==> config.mk <==
export PLATFORM = sky130hd
export DESIGN_NAME = eiv_top
export DESIGN_NICKNAME = d
export VERILOG_FILES = /design/src/eiv_pkg.sv /design/src/eiv_link_if.sv /design/src/eiv_edge_detect.sv /design/src/eiv_vec_prio.sv /design/src/eiv_top.sv
export VERILOG_INCLUDE_DIRS = /design/src /design/src/src
export SDC_FILE = /design/constraint.sdc
export NUM_CORES = 1
export LEC_CHECK = 0
export ABC_AREA = 1
export BUFFER_PORTS_ARGS = -buffer_cell sky130_fd_sc_hd__buf_4
export CAP_MARGIN = 25
export CORE_AREA = 2 2 92 94
export DETAILED_ROUTE_END_ITERATION = 7
export DIE_AREA = 0 0 94 96
export SLEW_MARGIN = 30
export SYNTH_ARGS = -nofsm -noshare
export SYNTH_HDL_FRONTEND = slang
export SYNTH_SLANG_ARGS = --single-unit
==> constraint.sdc <==
create_clock -name clk -period 1.5 [get_ports clk]
set_clock_uncertainty 0.2 [all_clocks]
set_input_delay 0.3 -clock clk [delete_from_list [all_inputs] [get_ports clk]]
set_output_delay 0.3 -clock clk [all_outputs]
set_load 0.03 [all_outputs]
==> src/eiv_defines.svh <==
// Offsets, field positions, reset values and vector addresses of the
// external interrupt and vector block.
// Assumes an 8-bit register port that addresses registers by offset.
// Operation
// - All reset causes vector to word 0x0000.
// - Vectors 1..8: pin, change, timers, converter.
// - Vectors 9..14: timer compares, watchdog, serial.
// - Vector fetched only from an enabled source.
// - Pins interrupt even when driven as outputs.
// - Masked pin-change toggles raise one shared request.
// - Pin-change detection wakes without any clock.
// - Sense field bits 1:0 selects level/change/edges.
// - Low level requests while pin stays low.
// - Edge detection needs the running I/O clock.
// - Low level detection wakes without a clock.
// - Level gone before start-up gives no interrupt.
// - Pin sampled; pulses over one clock detected.
// - External request needs global and own enable.
// - Mask register bits 6,5; others read zero.
// - Pin flag: set on edge, cleared, zero in level.
// - Change flag: set on change, cleared by handler/write.
`ifndef EIV_DEFINES_SVH
`define EIV_DEFINES_SVH

`define EIV_ADR_CTRL      8'h35
`define EIV_ADR_MASK      8'h3B
`define EIV_ADR_FLAG      8'h3A
`define EIV_ADR_PIN_CHANGE_MASK     8'h15
`define EIV_CTRL_RST      8'h00
`define EIV_MASK_RST      8'h00
`define EIV_PIN_CHANGE_MASK_RST     8'h00
`define EIV_CTRL_WMASK    8'h7B
`define EIV_MASK_WMASK    8'h60
`define EIV_PIN_CHANGE_MASK_WMASK   8'h3F
`define EIV_BIT_EXT       6
`define EIV_BIT_PC        5
`define EIV_VEC_RESET     16'h0000
`define EIV_VEC_EXT       16'h0001
`define EIV_VEC_PC        16'h0002
`define EIV_VEC_PERIPH0   16'h0003
`define EIV_VEC_NUM       15
`define EIV_PC_NUM        6
`define EIV_PERIPH_NUM    12

`endif

==> src/eiv_pkg.sv <==
// Types of the external interrupt and vector block.
// Assumes the constants header sits beside this file.
`default_nettype none
`include "eiv_defines.svh"
package eiv_pkg;

    // Sense codes of the external pin.
    typedef enum logic [1:0] {
        EIV_SENSE_LOW    = 2'h0,
        EIV_SENSE_CHANGE = 2'h1,
        EIV_SENSE_FALL   = 2'h2,
        EIV_SENSE_RISE   = 2'h3
    } eiv_sense_type;

    // State of the edge detector.
    typedef struct packed {
        logic smp;
        logic hit;
    } eiv_edge_state_type;

    // State of the top module.
    typedef struct packed {
        logic [7:0]                   ctrl;
        logic [7:0]                   emask;
        logic [7:0]                   pcmask;
        logic                         ext_flag;
        logic                         pc_flag;
        logic [`EIV_PC_NUM-1:0]       pc_prev;
        logic [7:0]                   rdata;
        logic                         vvld;
        logic [15:0]                  vaddr;
        logic [`EIV_PERIPH_NUM-1:0]   pack;
    } eiv_top_state_type;

endpackage
`default_nettype wire

==> src/eiv_link_if.sv <==
// Interface joining the top module to its edge detector and priority picker.
// Assumes all parties run on one clock.
`timescale 1ns/100ps
`default_nettype none
`include "eiv_defines.svh"
interface eiv_link_if;
    logic                     pin_s;
    logic                     io_en;
    eiv_pkg::eiv_sense_type   sense;
    logic                     hit;
    logic [`EIV_VEC_NUM-1:0]  req;
    logic                     vld;
    logic [3:0]               idx;

    modport edge_mp (input pin_s, input io_en, input sense, output hit);
    modport prio_mp (input req, output vld, output idx);
    modport top_mp  (output pin_s, output io_en, output sense, output req,
                     input hit, input vld, input idx);
endinterface
`default_nettype wire

==> src/eiv_edge_detect.sv <==
// Sampled edge and change detector for the external interrupt pin.
// Assumes the pin is synchronous to clk and io_en marks a running I/O clock.
`timescale 1ns/100ps
`default_nettype none
module eiv_edge_detect (
    input  wire logic          clk,
    input  wire logic          rst,
    eiv_link_if.edge_mp        lnk
);
    eiv_pkg::eiv_edge_state_type st_q;
    eiv_pkg::eiv_edge_state_type st_d;

    // The pin is sampled first and compared with the previous sample, so a
    // pulse longer than one clock is never missed while io_en is high.
    always_comb begin
        st_d     = st_q;
        st_d.hit = 1'b0;
        if (lnk.io_en) begin
            st_d.smp = lnk.pin_s;
            case (lnk.sense)
                eiv_pkg::EIV_SENSE_CHANGE: st_d.hit = st_q.smp ^ lnk.pin_s;
                eiv_pkg::EIV_SENSE_FALL:   st_d.hit = st_q.smp & ~lnk.pin_s;
                eiv_pkg::EIV_SENSE_RISE:   st_d.hit = ~st_q.smp & lnk.pin_s;
                default:                   st_d.hit = 1'b0;
            endcase
        end
    end

    // Idle sample is high, the level a pulled-up pin rests at.
    always_ff @(posedge clk) begin
        if (rst) begin
            st_q <= '{smp: 1'b1, hit: 1'b0};
        end else begin
            st_q <= st_d;
        end
    end

    assign lnk.hit = st_q.hit;
endmodule
`default_nettype wire

==> src/eiv_vec_prio.sv <==
// Priority picker: lowest pending vector index wins.
// Assumes requests arrive already gated by their enables.
`timescale 1ns/100ps
`default_nettype none
`include "eiv_defines.svh"
module eiv_vec_prio #(
    parameter int NUM = `EIV_VEC_NUM
) (
    eiv_link_if.prio_mp        lnk
);
    // The request vector of the link is fixed in width, so a larger count
    // would read past its top.
    if (NUM < 1 || NUM > `EIV_VEC_NUM) begin : g_bad_num
        $error("eiv_vec_prio: NUM must not exceed the vector count");
    end

    // Scan from the top down so the lowest set index is written last.
    always_comb begin
        lnk.vld = 1'b0;
        lnk.idx = 4'h0;
        for (int i = NUM - 1; i >= 0; i--) begin
            if (lnk.req[i]) begin
                lnk.vld = 1'b1;
                lnk.idx = 4'(i);
            end
        end
    end
endmodule
`default_nettype wire

==> src/eiv_top.sv <==
// External pin interrupt, pin-change interrupt and vector selection.
// Assumes synchronous pins, a core that pulses vec_ack on handler entry
// and peripheral requests already gated by their own enables.
`timescale 1ns/100ps
`default_nettype none
`include "eiv_defines.svh"
module eiv_top #(
    parameter int PC_NUM     = `EIV_PC_NUM,
    parameter int PERIPH_NUM = `EIV_PERIPH_NUM
) (
    input  wire logic                    clk,
    input  wire logic                    rst,
    input  wire logic [7:0]              reg_addr,
    input  wire logic [7:0]              reg_wdata,
    input  wire logic                    reg_we,
    input  wire logic                    reg_re,
    output logic [7:0]                   reg_rdata,
    input  wire logic                    ext_irq_pin,
    input  wire logic [PC_NUM-1:0]       pin_change_inputs,
    input  wire logic                    io_clk_en,
    input  wire logic                    cpu_status_word_ie,
    input  wire logic                    reset_cause,
    input  wire logic [PERIPH_NUM-1:0]   periph_req,
    input  wire logic                    vec_ack,
    output logic                         vec_valid,
    output logic [15:0]                  vec_addr,
    output logic [PERIPH_NUM-1:0]        periph_ack,
    output logic                         irq,
    output logic                         wake
);
    // The state struct is sized from the header, so other widths are refused.
    if (PC_NUM != `EIV_PC_NUM || PERIPH_NUM != `EIV_PERIPH_NUM)
    begin : g_bad_param
        $error("eiv_top: PC_NUM and PERIPH_NUM must match the header");
    end

    eiv_pkg::eiv_top_state_type st_q;
    eiv_pkg::eiv_top_state_type st_d;
    eiv_link_if                 lnk ();

    logic                       level_mode;
    logic                       ext_src;
    logic                       ext_req;
    logic                       pc_req;
    logic [PC_NUM-1:0]          pc_diff;
    logic                       pc_hit;
    logic                       wr_ctrl;
    logic                       wr_mask;
    logic                       wr_flag;
    logic                       wr_pcmask;
    logic                       ack_ok;
    logic                       ext_clr;
    logic                       pc_clr;
    logic [PERIPH_NUM-1:0]      pack_w;
    logic [`EIV_VEC_NUM-1:0]    req_w;

    // Edge detection lives in its own module on the sampled pin.
    eiv_edge_detect u_edge (
        .clk (clk),
        .rst (rst),
        .lnk (lnk.edge_mp)
    );

    eiv_vec_prio #(
        .NUM (`EIV_VEC_NUM)
    ) u_prio (
        .lnk (lnk.prio_mp)
    );

    // Pins are read whatever their direction, so driving a pin as an
    // output from software still raises a request.
    assign lnk.pin_s = ext_irq_pin;
    assign lnk.io_en = io_clk_en;
    assign lnk.sense = eiv_pkg::eiv_sense_type'(st_q.ctrl[1:0]);

    // Source terms of the two pin requests.
    assign level_mode = (lnk.sense == eiv_pkg::EIV_SENSE_LOW);
    assign ext_src    = level_mode ? ~ext_irq_pin : st_q.ext_flag;
    assign ext_req    = st_q.emask[`EIV_BIT_EXT] & ext_src;
    assign pc_req     = st_q.emask[`EIV_BIT_PC] & st_q.pc_flag;
    assign pc_diff    = (pin_change_inputs ^ st_q.pc_prev)
                        & st_q.pcmask[PC_NUM-1:0];
    assign pc_hit     = |pc_diff;

    // Register port decode; unmapped addresses are ignored and read zero.
    assign wr_ctrl   = reg_we && reg_addr == `EIV_ADR_CTRL;
    assign wr_mask   = reg_we && reg_addr == `EIV_ADR_MASK;
    assign wr_flag   = reg_we && reg_addr == `EIV_ADR_FLAG;
    assign wr_pcmask = reg_we && reg_addr == `EIV_ADR_PIN_CHANGE_MASK;

    // Handler entry acts on the vector that the core currently sees.
    assign ack_ok  = vec_ack && st_q.vvld;
    assign ext_clr = (ack_ok && st_q.vaddr == `EIV_VEC_EXT)
                     || (wr_flag && reg_wdata[`EIV_BIT_EXT]);
    assign pc_clr  = (ack_ok && st_q.vaddr == `EIV_VEC_PC)
                     || (wr_flag && reg_wdata[`EIV_BIT_PC]);

    // One acknowledge pulse per peripheral so it can drop its own flag.
    for (genvar k = 0; k < PERIPH_NUM; k++) begin : g_pack
        assign pack_w[k] = ack_ok
                           && st_q.vaddr == (`EIV_VEC_PERIPH0 + 16'(k));
    end

    // Reset ignores the global enable; every interrupt needs it.
    // Vector index equals word address, one word per slot.
    assign req_w[0] = reset_cause;
    assign req_w[1] = cpu_status_word_ie & ext_req;
    assign req_w[2] = cpu_status_word_ie & pc_req;
    assign req_w[`EIV_VEC_NUM-1:3] = cpu_status_word_ie ? periph_req
                                     : '0;
    assign lnk.req = req_w;

    // Next state: registers, flags, read data and the vector register.
    always_comb begin
        st_d         = st_q;
        st_d.pc_prev = pin_change_inputs;
        st_d.pack    = pack_w;
        if (wr_ctrl) begin
            st_d.ctrl = reg_wdata & `EIV_CTRL_WMASK;
        end
        if (wr_mask) begin
            st_d.emask = reg_wdata & `EIV_MASK_WMASK;
        end
        if (wr_pcmask) begin
            st_d.pcmask = reg_wdata & `EIV_PIN_CHANGE_MASK_WMASK;
        end
        // A hit in the clearing cycle wins, so no event is lost.
        st_d.ext_flag = (st_q.ext_flag & ~ext_clr) | lnk.hit;
        if (level_mode) begin
            st_d.ext_flag = 1'b0;
        end
        st_d.pc_flag = (st_q.pc_flag & ~pc_clr) | pc_hit;
        // Read data stand only in the cycle after the strobe.
        st_d.rdata = 8'h00;
        if (reg_re) begin
            case (reg_addr)
                `EIV_ADR_CTRL:  st_d.rdata = st_q.ctrl;
                `EIV_ADR_MASK:  st_d.rdata = st_q.emask;
                `EIV_ADR_PIN_CHANGE_MASK: st_d.rdata = st_q.pcmask;
                `EIV_ADR_FLAG: begin
                    st_d.rdata[`EIV_BIT_EXT] = st_q.ext_flag;
                    st_d.rdata[`EIV_BIT_PC]  = st_q.pc_flag;
                end
                default:        st_d.rdata = 8'h00;
            endcase
        end
        // No vector is offered without an enabled pending source.
        st_d.vvld  = lnk.vld;
        st_d.vaddr = {12'h000, lnk.idx};
    end

    always_ff @(posedge clk) begin
        if (rst) begin
            st_q <= '{ctrl: `EIV_CTRL_RST, emask: `EIV_MASK_RST,
                      pcmask: `EIV_PIN_CHANGE_MASK_RST, ext_flag: 1'b0,
                      pc_flag: 1'b0, pc_prev: '0, rdata: 8'h00,
                      vvld: 1'b0, vaddr: `EIV_VEC_RESET, pack: '0};
        end else begin
            st_q <= st_d;
        end
    end

    assign reg_rdata  = st_q.rdata;
    assign vec_valid  = st_q.vvld;
    assign vec_addr   = st_q.vaddr;
    assign periph_ack = st_q.pack;
    // Level interrupt line, high while an unmasked pin request stands.
    assign irq        = ext_req | pc_req;
    // Wake needs no clock edge: a low level or a masked pin difference
    // reaches the output through gates only. A level that vanishes before
    // start-up ends wakes the part but leaves no request behind.
    assign wake = (level_mode & st_q.emask[`EIV_BIT_EXT] & ~ext_irq_pin)
                  | (st_q.emask[`EIV_BIT_PC] & pc_hit);
endmodule
`default_nettype wire

==> metrics.md, run 1 <==
| Metric | Value |
|---|---|
| First-pass GRT wire length | 8.32 mm |
| Failing checks | negative setup slack |
| R2R setup slack | -0.05 ns |
| Die W | 94 um |
| DP HPWL | 4.22 mm |
| Place WS | -0.533 ns |
| Most used DFF post-synth | dfxtp_1 |
| Critical path data required time | 1.00 ns |
| Period utilisation layout | 139% |
| Routed WL per cell | 10.6 um |
| Remaining antenna violation count | 0 |
| Reg-to-reg startpoint | st_q[45] |
| Kind of critical path | register to primary output |
| Tmin final | 2.09 ns |
| P per Cell Area | 810 nW/um^2 |
| Die ar. | 9020 um^2 |
| Worst setup EP type | primary output |
| First-pass iteration count of the detailed router | 4 |
| M3 GR Usage | 1.88% |
| FP Rows | 33 |
| Worst Setup Start Kind | register |
| Number of global-route vias before repair | 1896 |
| Antenna cells | 0 |
| Vias | 2098 |
| Total gr overflow | 0 |
| Port bufs | 67 |
| Hold slack | 0.0251 ns |
| Post-DR vias/cell | 4.19 |
| # setup viols final | 3 |
| Worst stage delay on the critical path | 0.33 ns |
| Clk_lat worst skew | 0.29 ns |
| Final TNS setup | -0.910 ns |
| Post-synth EDFFs | 0 |
| Reg clk slew, reported paths | 0.09 ns |
| Hold path start | pin_change_inputs[1] |
| Final slew viol count | 0 |
| RSZ-0062 raised after global routing | true |
| Max clock buf depth | 2 |
| Critical path arrival | 1.59 ns |
| CTS Buf Count | 5 |
| CTS root buf | clkbuf_8 |
| Mapped Area | 2330 um^2 |
| Crit path buf inv count | 3 |
| Final hold violation count | 0 |
| Met2 Track Usage GR | 18.9% |
| Final nets | 440 |
| Worst setup margin | -0.592 ns |
| Post-synth cell types | 28 |
| Pin count of the biggest net entering global routing | 17 |
| Crit Path Max Fanout | 2 |
| Seq cells post-synth | 48 |
| GRT Util Overall | 11.5% |
| Grt peak-use layer | met2 |
| Worst reg-to-reg path cell count | 8 |
| Avg Synthesized Cell Area | 7.28 um^2 |
| Io pins | 82 |
| F_max | 478 MHz |
| Worst hold endpoint | st_q[38] |
| Clk sinks | 48 |
| H-tree Lvls | 2 |
| Ys async rst share | 0% |
| DRC Markers | 0 |
| Area grow syn2layout | 34.5% |
| Pwr Total | 2.54 mW |
| Hold depth | 3 |
| RR Endpoint | st_q[43] |
| Worst vdd ir | 462 uV |
| Initial Util | 29.0% |
| Share of cells above drive strength 1 | 34.8% |
| CTS tree | built |
| Die height | 96 um |
| Sequential-to-total area share from yosys stat | 41.2% |
| Final wirelength | 5.30 mm |
| Final cell count without fillers | 501 |
| Worst hold path class | input pin to register |
| Critical path cell sequence | inv_2, a21oi_2, o21ai_1, o21ai_2, nor4_4, buf_4, o21bai_4, buf_6 |
| Pleak | 1.43 nW |
| Count of warnings emitted by yosys | 0 |
| GPL Wtd Cong | 0.761 |
| Crit-path leading delay family | buffers and inverters |
| CP max stage cell | dfxtp_2 |
| Initial DRC count | 69 |
| Core area | 8050 um^2 |
| Syn Inst Count | 320 |
| Initial antenna violation count | 0 |
| Met1 Use GR | 15.4% |
| Inst Count DP | 487 |
| Max Cap Viol | 0 |
| Status | finished with violations |
==> repair_timing <==
item | CTS | global route
hold buffers | 1 | 0
pin swaps | 3 | 3
setup buffers | 2 | 3
endpoints found under the setup margin | 8 | 8
gates resized for setup | 16 | 16
hold endpoints to repair | 1 | 0
==> power breakdown <==
group | internal [mW] | switching (mW)
sequential | 1.29 | 0.0151
combinational | 0.135 | 0.191
clock | 0.495 | 0.412
==> worst register-to-register path: stages (launching register included) <==
cell     delay, ns
dfxtp_2       0.33
inv_2         0.06
a21oi_2       0.03
o21ai_1       0.08
o21ai_2       0.09
nor4_4        0.32
buf_4         0.18
buf_4         0.10
a21oi_2       0.04
==> stage by stage <==
step / utilization, % / instance area, um^2
3_3_place_gp: 35.9 / 2890
6_report: 38.9 / 3130
2_1_floorplan: - / 2380
3_5_place_dp: 35.9 / 2890
4_1_cts: 38.1 / 3070
5_1_grt: 38.9 / 3130
==> state kept, by name, summed over array words and instances, names as in the netlist <==
register / cells
vec_addr: 4
reg_rdata: 7
st_q: 20
vec_valid: 1
lnk.sense: 2
u_edge.lnk.hit: 1
periph_ack: 12
u_edge.st_q: 1
==> metal layers <==
layer | share of wire (%) | vias up
met5 | 0 | -
met4 | 1.1 | 0
met3 | 5.0 | 4
met2 | 47 | 51
met1 | 47 | 919
li1 | - | 1124
==> worst max-delay path by stage <==
stage	start	to	slack [ns]	cells after the start
floorplan	st_q[40]	wake	-0.06	4
global placement	pin_change_inputs[2]	wake	-0.50	7
detailed placement	pin_change_inputs[3]	wake	-0.53	7
CTS	st_q[49]	wake	-0.62	8
global route	st_q[45]	wake	-0.68	8
finish	st_q[45]	wake	-0.59	8
==> cells in the mapped netlist (2+ instances only) <==
library cell	n	area share (%)
inv_1	34	5.5
nor3_2	3	1.3
o21ai_0	20	4.3
nand2_1	66	11
a31oi_1	4	1.1
nand4_1	2	0.54
buf_4	37	12
nor2_1	30	4.8
buf_2	3	0.64
nand2_2	4	1.1
dfxtp_1	48	41
nand3_1	18	3.9
nor2_2	3	0.81
ha_1	2	1.1
nor3_1	6	1.3
a21oi_1	28	6.0
==> cell usage in the layout, fill, tap and decap left out, types with 5 or more instances in the layout <==
master | synthesis | final
a21oi_1 | 28 | 25
buf_4 | 37 | 96
clkbuf_8 | 0 | 5
conb_1 | 1 | 13
dfxtp_1 | 48 | 41
dfxtp_2 | 0 | 7
inv_1 | 34 | 29
inv_2 | 1 | 6
nand2_1 | 66 | 66
nand3_1 | 18 | 17
nor2_1 | 30 | 29
nor3_1 | 6 | 6
o21ai_0 | 20 | 14
o21ai_1 | 0 | 5
==> area by class of cell <==
| cell class | instances | area (um^2) |
|---|---|---|
| clock buffers | 6 | 72.6 |
| clock inverters | 2 | 35.0 |
| fillers | 853 | 4920 |
| inverters | 36 | 135 |
| multi-input cells | 206 | 1050 |
| flip-flops and latches | 48 | 970 |
| well taps | 105 | 131 |
| repair buffers | 98 | 742 |
==> cell families after synthesis <==
logic type,Yosys count,share of synthesized area [%]
AOI/OAI and AO/OA,56,13.1
adders and majority gates,2,1.07
buffers and inverters,78,19.0
DFF,48,41.2
other,1,0.161
and+or+nand+nor,135,25.4
Power figures use the tool's default switching activity.
==> run 2, diff against run 1 <==
Settings changed: MAX_ROUTING_LAYER from default to met4.
==> metrics.md, run 2 (synthesis gave the netlist of run 1 again) <==
| Metric | Value |
|---|---|
| Share of cells above drive strength 1 | 34.8% |
| Switch Pwr | 0.619 mW |
| Commonest non-fill, non-tap cell in the layout | buf_4 |
| Area grow syn2layout | 34.5% |
| Clk_lat worst skew | 0.29 ns |
| Io pins | 82 |
| Remaining antenna violation count | 0 |
| Hold path start | pin_change_inputs[1] |
| Number of global-route vias before repair | 1896 |
| Initial Util | 29.0% |
| Reg with most FFs | st_q |
| # setup viols final | 3 |
| Number of flip-flops in the largest register | 20 |
| DP HPWL | 4.22 mm |
| Hold depth | 3 |
| Worst hold path class | input pin to register |
| Sw Share | 24.4% |
| RR Endpoint | st_q[43] |
| GRT Util Overall | 11.8% |
| First-pass GRT wire length | 8.32 mm |
| Final hold violation count | 0 |
| Core area | 8050 um^2 |
| RSZ-0062 raised after global routing | true |
| Worst stage delay on the critical path | 0.33 ns |
| P_int | 1.92 mW |
| Pin count of the biggest net entering global routing | 17 |
| Worst hold endpoint | st_q[38] |
| Tmin final | 2.09 ns |
| FP Rows | 33 |
| Die height | 96 um |
| CTS tree | built |
| Kind of critical path | register to primary output |
| Critical path data required time | 1.00 ns |
| Reg power frac | 51.5% |
| GPL Wtd Cong | 0.771 |
| Die ar. | 9020 um^2 |
| Routed WL per cell | 10.6 um |
| Worst setup margin | -0.592 ns |
| First-pass iteration count of the detailed router | 4 |
| Failing checks | negative setup slack |
| Pleak | 1.43 nW |
| F_max | 478 MHz |
| Combinational Power Share | 12.8% |
| Final wirelength | 5.30 mm |
| Most frequent cells in the layout | buf_4 (96), nand2_1 (66), dfxtp_1 (41), inv_1 (29), nor2_1 (29) |
| Max clock buf depth | 2 |
| Reg clk slew, reported paths | 0.09 ns |
| Status | finished with violations |
| Max Cap Viol | 0 |
| Final slew viol count | 0 |
| Post-DR vias/cell | 4.18 |
| P per Cell Area | 811 nW/um^2 |
| Period utilisation layout | 139% |
| Clk sinks | 48 |
| Critical path arrival | 1.59 ns |
| Dpl cell area | 2890 um^2 |
| Final nets | 440 |
| Clock share of power | 35.7% |
| Worst Setup Start Kind | register |
| Final instance area | 3130 um^2 |
| Worst setup EP type | primary output |
| Antenna cells | 0 |
| Worst reg-to-reg path cell count | 8 |
| Port bufs | 67 |
| Critical path cell sequence | inv_2, a21oi_2, o21ai_1, o21ai_2, nor4_4, buf_4, o21bai_4, buf_6 |
| CP max stage cell | dfxtp_2 |
| CTS root buf | clkbuf_8 |
| Crit Path Max Fanout | 2 |
| Initial antenna violation count | 0 |
| R2R setup slack | -0.04 ns |
| Worst vdd ir | 464 uV |
| Reg-to-reg startpoint | st_q[45] |
| CTS Buf Count | 5 |
| DRC Markers | 0 |
| Place WS | -0.533 ns |
| H-tree Lvls | 2 |
| Total gr overflow | 0 |
| Die W | 94 um |
| Vias | 2093 |
| Initial DRC count | 68 |
[run 2: cell counts in the layout (fill, tap and decap cells not counted)]
No cell type changed its count.
[run 2: what timing repair did]
| action | CTS | global route |
|---|---|---|
| pin swaps | 3 | 3 |
| setup buffers | 2 | 3 |
| endpoints found under the setup margin | 8 | 8 |
| gates resized for setup | 16 | 16 |
| hold endpoints to repair | 1 | 0 |
| hold buffers | 1 | 0 |
[run 2: per-stage QoR]
step	power (mW)	util (%)	instances	setup TNS (ns)	hold slack [ns]
floorplan	1.54	-	332	-0.0584	0.200
global placement	1.65	35.9	487	-1.75	0.233
detailed placement	1.66	35.9	487	-2.26	0.246
CTS	2.57	38.1	498	-0.951	0.0126
global route	2.66	38.9	501	-1.41	0.0334
finish	2.54	38.9	501	-0.910	0.0251
[run 2: power by group through the flow]
stage / clock, mW / combinational (mW) / sequential [mW]
after floorplan: 0 / 0.199 / 1.34
after global placement: 0 / 0.315 / 1.34
after detailed placement: 0 / 0.319 / 1.34
after CTS: 0.940 / 0.324 / 1.31
after global routing: 0.987 / 0.362 / 1.31
final: 0.908 / 0.326 / 1.31
[run 2: layer usage]
metal | up-vias | global-route usage [%] | part of all wire [%]
met4 | 0 | 3.62 | 1.1
met5 | - | - | 0
met1 | 916 | 15.4 | 47
met3 | 4 | 1.88 | 4.9
li1 | 1122 | - | -
met2 | 51 | 18.9 | 47
[run 2: final cells by class]
class / instances / area (um^2)
clock inverter: 2 / 35.0
tap: 105 / 131
sequential: 48 / 970
inverter: 36 / 135
fill: 853 / 4920
timing repair buffer: 98 / 742
multi-input combinational: 206 / 1050
clock buffer: 6 / 72.6
[run 2: critical path: cells and delay by family (launching register included)]
kind	cells	cell delay [ns]
DFF	1	0.33
buffers and inverters	3	0.38
AOI/OAI and AO/OA	4	0.26
and+or+nand+nor	1	0.32
[run 2: how the worst max path moves through the flow]
stage	endpoint	start	slack (ns)
finish	wake	st_q[45]	-0.59
global route	wake	st_q[45]	-0.68
CTS	wake	st_q[49]	-0.62
detailed placement	wake	pin_change_inputs[3]	-0.53
global placement	wake	pin_change_inputs[2]	-0.50
floorplan	wake	st_q[40]	-0.06
==> run 3, diff against run 2 <==
Settings changed: ABC_AREA 1 to default, CORE_AREA 2 2 92 94 to 2 2 90 92, DIE_AREA 0 0 94 96 to 0 0 92 94.
==> metrics.md, run 3 <==
| Metric | Value |
|---|---|
| Commonest non-fill, non-tap cell in the layout | buf_4 |
| Initial DRC count | 87 |
| Io pins | 82 |
| Worst setup EP type | primary output |
| DRC Markers | 0 |
| Max clock buf depth | 2 |
| GRT Util Overall | 12.9% |
| Post-synth EDFFs | 0 |
| Worst vdd ir | 343 uV |
| CTS root buf | clkbuf_8 |
| Final cell count without fillers | 416 |
| Critical path data required time | 1.00 ns |
| Met2 Track Usage GR | 20.4% |
| Reg clk slew, reported paths | 0.09 ns |
| F_max | 508 MHz |
| H-tree Lvls | 2 |
| Place WS | -0.342 ns |
| Reg with most FFs | st_q |
| Period utilisation layout | 131% |
| Met1 Use GR | 15.9% |
| Clk_lat worst skew | 0.30 ns |
| Crit Path Max Fanout | 2 |
| Final wirelength | 5.18 mm |
| Reg-to-reg startpoint | st_q[38] |
| First-pass GRT wire length | 8.58 mm |
| Area grow syn2layout | 35.4% |
| Remaining antenna violation count | 0 |
| Syn Inst Count | 238 |
| # setup viols final | 2 |
| Failing checks | negative setup slack |
| Most frequent cells in the layout | buf_4 (94), dfxtp_1 (41), nor2_1 (38), mux2i_1 (19), conb_1 (13) |
| Worst reg-to-reg path cell count | 5 |
| Count of warnings emitted by yosys | 0 |
| Clk sinks | 48 |
| Initial Util | 29.5% |
| Status | finished with violations |
| Most frequent cell after synthesis | dfxtp_1 |
| Die ar. | 8650 um^2 |
| R2R setup slack | 0.05 ns |
| Pin count of the biggest net entering global routing | 23 |
| Dpl cell area | 2880 um^2 |
| Setup crit end | wake |
| Worst Setup Start Kind | register |
| Number of global-route vias before repair | 1839 |
| Vias | 1847 |
| Tmin final | 1.97 ns |
| Sequential-to-total area share from yosys stat | 42.8% |
| Critical path arrival | 1.47 ns |
| Max Cap Viol | 0 |
| DP HPWL | 4.08 mm |
| Final hold violation count | 0 |
| Crit path from | st_q[38] |
| Seq cells post-synth | 48 |
| Post-DR vias/cell | 4.44 |
| Final nets | 358 |
| Most used DFF post-synth | dfxtp_1 |
| Top cell type's share of synthesized area | 42.8% |
| Port bufs | 67 |
| Worst setup margin | -0.470 ns |
| Core area | 7610 um^2 |
| Mapped Area | 2250 um^2 |
| Total gr overflow | 0 |
| RR Endpoint | st_q[43] |
| Number of flip-flops in the largest register | 20 |
| Worst hold path class | input pin to register |
| Avg Synthesized Cell Area | 9.44 um^2 |
| Initial antenna violation count | 0 |
| Most area-hungry cell type in the Yosys netlist | dfxtp_1 |
| Ys async rst share | 0% |
| Hold depth | 2 |
| CTS Buf Count | 5 |
| Commonest cells post-synth | dfxtp_1 (48), nor2_1 (39), buf_4 (36) |
| Share of cells above drive strength 1 | 39.2% |
| GPL Wtd Cong | 0.806 |
| Post-synth cell types | 45 |
| Pleak | 1.39 nW |
| Antenna cells | 0 |
| FP Rows | 32 |
| Grt peak-use layer | met2 |
| P per Cell Area | 853 nW/um^2 |
| Die height | 94 um |
| Routed WL per cell | 12.4 um |
| CTS tree | built |
| Final instance area | 3040 um^2 |
| Die W | 92 um |
| Synth area leaders | dfxtp_1 (43%), buf_4 (12%), mux2i_1 (8.5%) |
| M3 GR Usage | 2.81% |
| Hold_buf cts | 0 |
| Inst Count DP | 408 |
| First-pass iteration count of the detailed router | 4 |
| RSZ-0062 raised after global routing | true |
| Kind of critical path | register to primary output |
| Final slew viol count | 0 |
run 3: final cells by class:
type | count | area, um^2
Multi-Input combinational cell | 156 | 1060
Fill cell | 795 | 4570
Clock buffer | 6 | 82.6
Inverter | 5 | 18.8
Timing Repair Buffer | 97 | 748
Tap cell | 102 | 128
Clock inverter | 2 | 38.8
Sequential cell | 48 | 970
run 3: cells by family (layout without fill, tap and decap cells):
family / Yosys count / after routing / synth area share, %
DFF: 48 / 48 / 42.8
and+or+nand+nor: 88 / 88 / 21.5
other: 1 / 13 / 0.167
xor gates and xnor gates: 6 / 6 / 2.34
muxes: 21 / 21 / 9.47
buffers and inverters: 46 / 110 / 13.8
AOI/OAI and AO/OA: 26 / 26 / 8.91
adders and majority gates: 2 / 2 / 1.11
run 3: worst min path at each step:
| stage | from | end | slack [ns] |
|---|---|---|---|
| 2_1_floorplan | io_clk_en | u_edge.st_q[1] | 0.22 |
| 3_3_place_gp | st_q[66] | st_q[66] | 0.27 |
| 3_5_place_dp | u_edge.lnk.hit | st_q[44] | 0.29 |
| 4_1_cts | io_clk_en | u_edge.st_q[1] | 0.01 |
| 5_1_grt | io_clk_en | u_edge.st_q[1] | 0.01 |
| 6_report | io_clk_en | u_edge.st_q[1] | 0.02 |
run 3: metrics by stage:
stage | hold WS [ns] | TNS, ns | total power, mW | util [%]
after floorplan | 0.216 | -0.441 | 1.50 | -
after global placement | 0.275 | -2.83 | 1.63 | 37.8
after detailed placement | 0.286 | -2.93 | 1.64 | 37.8
after CTS | 0.0119 | -0.845 | 2.62 | 39.9
after global routing | 0.0143 | -0.957 | 2.71 | 40.0
final | 0.0183 | -0.721 | 2.59 | 40.0
run 3: repair_timing:
action | CTS | global route
pin swaps | 9 | 1
gates resized for setup | 9 | 7
setup buffers | 1 | 0
endpoints found under the setup margin | 4 | 6
run 3: power by group:
part	total (mW)	leakage [nW]	internal [mW]	switching [mW]
Clock	0.980	0.0614	0.545	0.435
Sequential	1.30	0.392	1.29	0.0123
Combinational	0.310	0.939	0.146	0.164
run 3: critical path, stage by stage (launching register included):
cell and delay, ns:
dfxtp_1 0.32, xor2_1 0.15, a22oi_1 0.18, nand3_1 0.16, a21o_2 0.23, buf_6 0.13
run 3: layer usage:
layer | wire (um) | vias up
li1 | - | 936
met1 | 2350 | 846
met2 | 2430 | 56
met3 | 289 | 9
met4 | 102 | 0
met5 | 0 | -
